$ cat src/shared/mdc_defs.svh
`ifndef MDC_DEFS_SVH
`define MDC_DEFS_SVH
`define MDC_DATA_W        10
`define MDC_ADDR_W        6
`define MDC_CHANNELS      64
`define MDC_BASE_CHANNELS 24
`define MDC_IOT_W         12
`define MDC_CODE_CLEAR    12'o6551
`define MDC_CODE_LOADSEL  12'o6552
`define MDC_CODE_LOADWORD 12'o6562
`define MDC_CODE_UPDATE   12'o6564
`define MDC_EXEC_NS       2600
`define MDC_CLK_NS        5
`define MDC_EXEC_CYC      (`MDC_EXEC_NS / `MDC_CLK_NS)
`endif

$ cat src/shared/mdc_pkg.sv
package mdc_pkg;
  typedef enum logic [2:0] {
    MDC_OP_NONE,
    MDC_OP_CLEAR,
    MDC_OP_LOADSEL,
    MDC_OP_LOADWORD,
    MDC_OP_UPDATE
  } mdc_op_t;
endpackage : mdc_pkg

$ cat src/design/mdc_chan_mem.sv
`timescale 1ns/10ps
`include "mdc_defs.svh"
// per-channel staged and output words, registered read
module mdc_chan_mem
  import mdc_pkg::*;
(
  input  wire logic                     mclk,
  input  wire logic                     rst_b,
  input  wire logic                     wr_en,
  input  wire logic [`MDC_ADDR_W-1:0]   wr_addr,
  input  wire logic [`MDC_DATA_W-1:0]   wr_data,
  input  wire logic                     update,
  input  wire logic [`MDC_CHANNELS-1:0] dbl_buf,
  input  wire logic [`MDC_ADDR_W-1:0]   rd_addr,
  output logic      [`MDC_DATA_W-1:0]   rd_data_q
);
  logic [`MDC_DATA_W-1:0] stage_q [`MDC_CHANNELS];
  logic [`MDC_DATA_W-1:0] out_q   [`MDC_CHANNELS];

  // input registers
  always_ff @(posedge mclk or negedge rst_b) begin
    if (!rst_b) begin
      for (int i = 0; i < `MDC_CHANNELS; i++) stage_q[i] <= '0;
    end else if (wr_en) begin
      stage_q[wr_addr] <= wr_data;
    end
  end

  // output stage: single-buffered follows load, double waits update
  always_ff @(posedge mclk or negedge rst_b) begin
    if (!rst_b) begin
      for (int i = 0; i < `MDC_CHANNELS; i++) out_q[i] <= '0;
    end else begin
      for (int i = 0; i < `MDC_CHANNELS; i++) begin
        if (dbl_buf[i]) begin
          if (update) out_q[i] <= stage_q[i];
        end else if (wr_en && wr_addr == i[`MDC_ADDR_W-1:0]) begin
          out_q[i] <= wr_data;
        end
      end
    end
  end

  // registered readout
  always_ff @(posedge mclk or negedge rst_b) begin
    if (!rst_b) rd_data_q <= '0;
    else        rd_data_q <= out_q[rd_addr];
  end
endmodule : mdc_chan_mem

$ cat src/design/mdc_ctrl.sv
`timescale 1ns/10ps
`include "mdc_defs.svh"
// channel controller: decodes transfer instructions
module mdc_ctrl
  import mdc_pkg::*;
(
  input  wire logic                     mclk,
  input  wire logic                     rst_b,
  input  wire logic                     iot_valid,
  input  wire logic [`MDC_IOT_W-1:0]    iot_code,
  input  wire logic [`MDC_IOT_W-1:0]    cpu_working_register,
  input  wire logic                     expansion_fitted,
  input  wire logic [`MDC_CHANNELS-1:0] dbl_buf,
  input  wire logic [`MDC_ADDR_W-1:0]   mon_addr,
  output logic      [`MDC_ADDR_W-1:0]   chan_lamps_q,
  output logic                          iot_done_q,
  output logic                          iot_ack_q,
  output logic      [`MDC_DATA_W-1:0]   mon_data_q
);
  logic [`MDC_ADDR_W-1:0] chan_sel_q;
  logic                   busy_q;
  mdc_op_t                op;
  logic                   wr_en;
  logic                   upd;
  logic                   in_range;
  logic                     exp_meta_q;
  logic                     exp_sync_q;
  logic [`MDC_CHANNELS-1:0] dbl_meta_q;
  logic [`MDC_CHANNELS-1:0] dbl_sync_q;

  // strap pins cross in through two flops; only the second is read
  always_ff @(posedge mclk or negedge rst_b) begin
    if (!rst_b) begin
      exp_meta_q <= 1'b0;
      exp_sync_q <= 1'b0;
      dbl_meta_q <= '0;
      dbl_sync_q <= '0;
    end else begin
      exp_meta_q <= expansion_fitted;
      exp_sync_q <= exp_meta_q;
      dbl_meta_q <= dbl_buf;
      dbl_sync_q <= dbl_meta_q;
    end
  end

  // opcode decode; other codes ignored
  function automatic mdc_op_t decode(input logic [`MDC_IOT_W-1:0] c);
    if (c == `MDC_CODE_CLEAR)         return MDC_OP_CLEAR;
    else if (c == `MDC_CODE_LOADSEL)  return MDC_OP_LOADSEL;
    else if (c == `MDC_CODE_LOADWORD) return MDC_OP_LOADWORD;
    else if (c == `MDC_CODE_UPDATE)   return MDC_OP_UPDATE;
    else                              return MDC_OP_NONE;
  endfunction : decode

  // fitted channels: 24 base, 64 with expansion
  assign in_range = exp_sync_q ||
                    (chan_sel_q < `MDC_ADDR_W'(`MDC_BASE_CHANNELS));
  assign op    = (iot_valid && !busy_q) ? decode(iot_code) : MDC_OP_NONE;
  assign wr_en = (op == MDC_OP_LOADWORD) && in_range;
  assign upd   = (op == MDC_OP_UPDATE);

  // channel-select register, held until cleared or loaded
  always_ff @(posedge mclk or negedge rst_b) begin
    if (!rst_b) chan_sel_q <= '0;
    else if (op == MDC_OP_CLEAR) chan_sel_q <= '0;
    else if (op == MDC_OP_LOADSEL)
      chan_sel_q <= cpu_working_register[`MDC_ADDR_W-1:0];
  end

  // front-panel indicators
  always_ff @(posedge mclk or negedge rst_b) begin
    if (!rst_b) chan_lamps_q <= '0;
    else        chan_lamps_q <= (op == MDC_OP_CLEAR) ? '0 :
                 (op == MDC_OP_LOADSEL) ? cpu_working_register[`MDC_ADDR_W-1:0] : chan_sel_q;
  end

  // one-cycle completion, well inside execution time
  always_ff @(posedge mclk or negedge rst_b) begin
    if (!rst_b) begin
      iot_done_q <= 1'b0;
      iot_ack_q  <= 1'b0;
      busy_q     <= 1'b0;
    end else begin
      iot_done_q <= (op != MDC_OP_NONE);
      iot_ack_q  <= (op != MDC_OP_NONE);
      busy_q     <= (op != MDC_OP_NONE);
    end
  end

  mdc_chan_mem u_mem (
    .mclk      (mclk),
    .rst_b     (rst_b),
    .wr_en     (wr_en),
    .wr_addr   (chan_sel_q),
    .wr_data   (cpu_working_register[`MDC_DATA_W-1:0]),
    .update    (upd),
    .dbl_buf   (dbl_sync_q),
    .rd_addr   (mon_addr),
    .rd_data_q (mon_data_q)
  );
endmodule : mdc_ctrl

$ cat config.mk
export PLATFORM = sky130hd
export DESIGN_NAME = mdc_ctrl
export DESIGN_NICKNAME = d
export VERILOG_FILES = /design/src/shared/mdc_pkg.sv /design/src/design/mdc_chan_mem.sv /design/src/design/mdc_ctrl.sv
export VERILOG_INCLUDE_DIRS = /design/src /design/src/shared
export SDC_FILE = /design/constraint.sdc
export NUM_CORES = 2
export LEC_CHECK = 0
export BUFFER_PORTS_ARGS = -buffer_cell sky130_fd_sc_hd__buf_4
export CAP_MARGIN = 40
export CORE_UTILIZATION = 40
export CTS_BUF_LIST = sky130_fd_sc_hd__clkbuf_8 sky130_fd_sc_hd__clkbuf_16
export DETAILED_ROUTE_END_ITERATION = 12
export SYNTH_ARGS = -nofsm -noshare
export SYNTH_HDL_FRONTEND = slang
export SYNTH_SLANG_ARGS = --single-unit
$ cat constraint.sdc
create_clock -name mclk -period 3.1 [get_ports mclk]
set_clock_uncertainty 0.05 [all_clocks]
set_input_delay 0.155 -clock mclk [delete_from_list [all_inputs] [get_ports mclk]]
set_output_delay 0.155 -clock mclk [all_outputs]
set_load 0.02 [all_outputs]
==> qor.csv <==
stage,metric,value,unit
run_status,status,"complete, no violations",
cts,clockBufferDepth,3,
yosys,synth_edf_count,0,
worst_setup_path,start_kind,register,
placement,hpwl,131800,µm
die,die_w,403.8,µm
power,power_density,535.2,nW/µm²
worst_setup_path,slowest_delay,0.55,ns
yosys,syn_inst,5344,
power,ir_drop,0.0005124,V
sta,fin_crit,2.883,ns
die,start_util,40.26,%
min_path,holdCritStartpoint,dbl_buf[58],
layout,final_common_cell,dfrtp_1,
yosys,syn_avg_cell_area,12.08,µm²
drt,vias_per_cell,5.949,
worst_setup_path,cp_data_arrival_time,3.51,ns
drt,avgRoutedWirePerCell,25.60,µm
worst_setup_path,crit_path_cell_trace,and4b_1 > nand3_2 > buf_4 > nor2_1 > o21ai_1 > o2bb2ai_1 > dlygate4sd3_1,
die,num_rows,147,
worst_setup_path,r2r_start,busy_q,
yosys,synth_seq_cells,1427,
cts,cts_buffers,158,
cts,cts_sinks,1427,
worst_setup_path,path_class,register to register,
cts,path_clk_slew,0.06,ns
sta,tightest_slew,1.098,ns
drt,vias,46680,
layout,drive_above_1_share,24.09,%
min_path,worstHoldPathType,input port to register,
layout,syn2layout_area_growth,17.02,%
die,core,160400,µm²
drt,ant_nets,0,
yosys,synth_top_flop_cell,dfrtp_1,
global_route,grt_use_total,24.70,%
global_route,grt_pass1_vias,46440,
yosys,yosys.area.top_type,dfrtp_1,
placement,place_ws,0.3172,ns
sta,tns,0,ns
yosys,yosysSeqAreaShare,55.30,%
placement,place_area,68730,µm²
placement,gp_congestion,0.9307,
sta,max_clock_freq,0.3468,GHz
layout,postLayoutCoreUtil,47.11,%
die,io_pins,116,
worst_setup_path,worstPathRequired,3.73,ns
drt,drt_pass1_iterations,6,
worst_setup_path,cp_max_fo,19,
die,die_h,403.8,µm
power,leakagePower,36.06,nW
sta,setup_ws,0.2167,ns
sta,timing.final.hold_violations,0,
global_route,grt_max_degree,124,
yosys,synth_area_leaders,"dfrtp_1 (55%), mux2_2 (8.2%), mux4_2 (5.6%), nand2_1 (3.0%), o32ai_1 (2.9%)",
sta,holdWs,0.04642,ns
sta,relSlewSlack,24.94,%
layout,final_cell_mix,"dfrtp_1 (1,425), nand2_1 (516), mux2_2 (473), nor2_1 (408), nor3_1 (355)",
cts,cts_tree,yes,
yosys,yosysUniqueCellTypes,70,
sta,setup_viol,0,
cts,clk_latency,0.80,ns
yosys,yosysWarnings,0,
yosys,netlist.area_leader.share,55.30,%
drt,wirelength,200800,µm
yosys,ys_async_sr_fraction,100.0,%
sta,rsz0062_at_grt,false,
worst_setup_path,crit_family,simple AND/OR/NAND/NOR gates,
cts,cts-root-buf,clkbuf_16,
drt,drc,0,
layout,final_area,75560,µm²
cts,postCtsSetupRepairBufs,0,
worst_setup_path,timing.critical_path.buf_inv,2,
global_route,grt_pass1_wl,303400,µm
global_route,grt_remaining_overflow,0,
worst_setup_path,endpoint_kind,register,
cts,cts_max_level,4,
flow_run,max_cap_viol_count,0,
placement,io_buffers,113,
drt,drt_iter0_drc,4399,
worst_setup_path,crit_start,busy_q,
yosys,syn_area,64570,µm²
sta,finalCritPeriodShare,93.01,%
cts,post_cts_resized,0,
yosys,synth_nets,5442,
global_route,antenna_found_initial,11,
worst_setup_path,cpMaxStageDelayCell,dlygate4sd3_1,
sta,slew_violations,0,
layout,nNetsFinal,5654,
die,die_area,163000,µm²
==> final timing paths <==
kind | end | slack (ns) | cells past startpoint
setup reg to reg | chan_lamps_q[4] | 0.22 | 7
hold / removal | dbl_meta_q[58] | 0.05 | 2
hold reg to reg | dbl_sync_q[18] | 0.29 | 0
max in group asynchronous | u_mem.stage_q[622] | 2.11 | 4
min in group asynchronous | u_mem.stage_q[438] | 0.14 | 3
setup / recovery | chan_lamps_q[4] | 0.22 | 7
==> worst register-to-register path, stage by stage (launching register included) <==
cell and delay, ns:
dfrtp_1 0.39, and4b_1 0.41, nand3_2 0.10, buf_4 0.33, nor2_1 0.47, o21ai_1 0.28
o2bb2ai_1 0.19, dlygate4sd3_1 0.55
==> where the power goes <==
part           internal [mW]  switching [mW]  total [mW]
combinational          0.731            1.52        2.25
sequential              18.8           0.302        19.1
clock                   11.2            7.89        19.0
==> kinds of logic after synthesis <==
| kind of cell | after synthesis | synth area share, % |
|---|---|---|
| muxes | 781 | 16.12 |
| buffers and inverters | 470 | 3.255 |
| xor gates and xnor gates | 1 | 0.01357 |
| DFF | 1427 | 55.30 |
| AOI/OAI and AO/OA | 1014 | 12.07 |
| and+or+nand+nor | 1651 | 13.24 |
==> registers in the layout, summed over array words and instances (netlist names) <==
signal           count
busy_q               1
chan_lamps_q         6
dbl_meta_q          64
dbl_sync_q          64
exp_meta_q           1
exp_sync_q           1
u_mem.out_q        640
u_mem.rd_data_q     10
u_mem.stage_q      640
==> repair_timing <==
item,in CTS,in global routing
hold buffers,149,0
setup endpoints to repair,0,0
endpoints found under the hold margin,1842,0
==> Yosys cell counts (21+ instances only) <==
master	number
o21a_1	144
mux2i_1	148
buf_1	41
o22a_1	145
dfrtp_1	1427
a22o_1	85
buf_2	126
and3_1	52
nand3_1	80
nand4_1	52
a22oi_1	36
mux4_2	160
a31oi_1	26
nor3_1	355
nand2_1	516
nor2_1	408
a21oi_1	21
mux2_2	473
o32ai_1	216
o22ai_1	160
clkbuf_1	261
a21o_1	95
buf_4	26
o21ai_0	51
==> cell type report <==
cell class / instances / area, µm²
diodes: 2 / 5.005
clock buffers: 197 / 4524
clock inverters: 91 / 782.0
fillers: 14550 / 84820
inverters: 5 / 21.27
multi-input cells: 3447 / 26820
flip-flops and latches: 1427 / 35710
well taps: 2160 / 2703
repair buffers: 517 / 4994
==> per-layer routing <==
| metal | global-route usage, % | wire length (µm) | vias to the layer above |
|---|---|---|---|
| met2 | 38.43 | 92840 | 1664 |
| met1 | 34.17 | 86470 | 24230 |
| li1 | - | - | 20390 |
| met3 | 4.707 | 13880 | 384 |
| met5 | 0 | 75 | - |
| met4 | 9.470 | 7572 | 10 |
==> metrics by stage <==
step	std cells	power (mW)
global route	7844	41.72
global placement	7403	21.53
CTS	7843	40.79
detailed placement	7406	21.56
finish	7846	40.44
floorplan	5344	20.26
No activity file was read; power rests on OpenSTA's default activity.
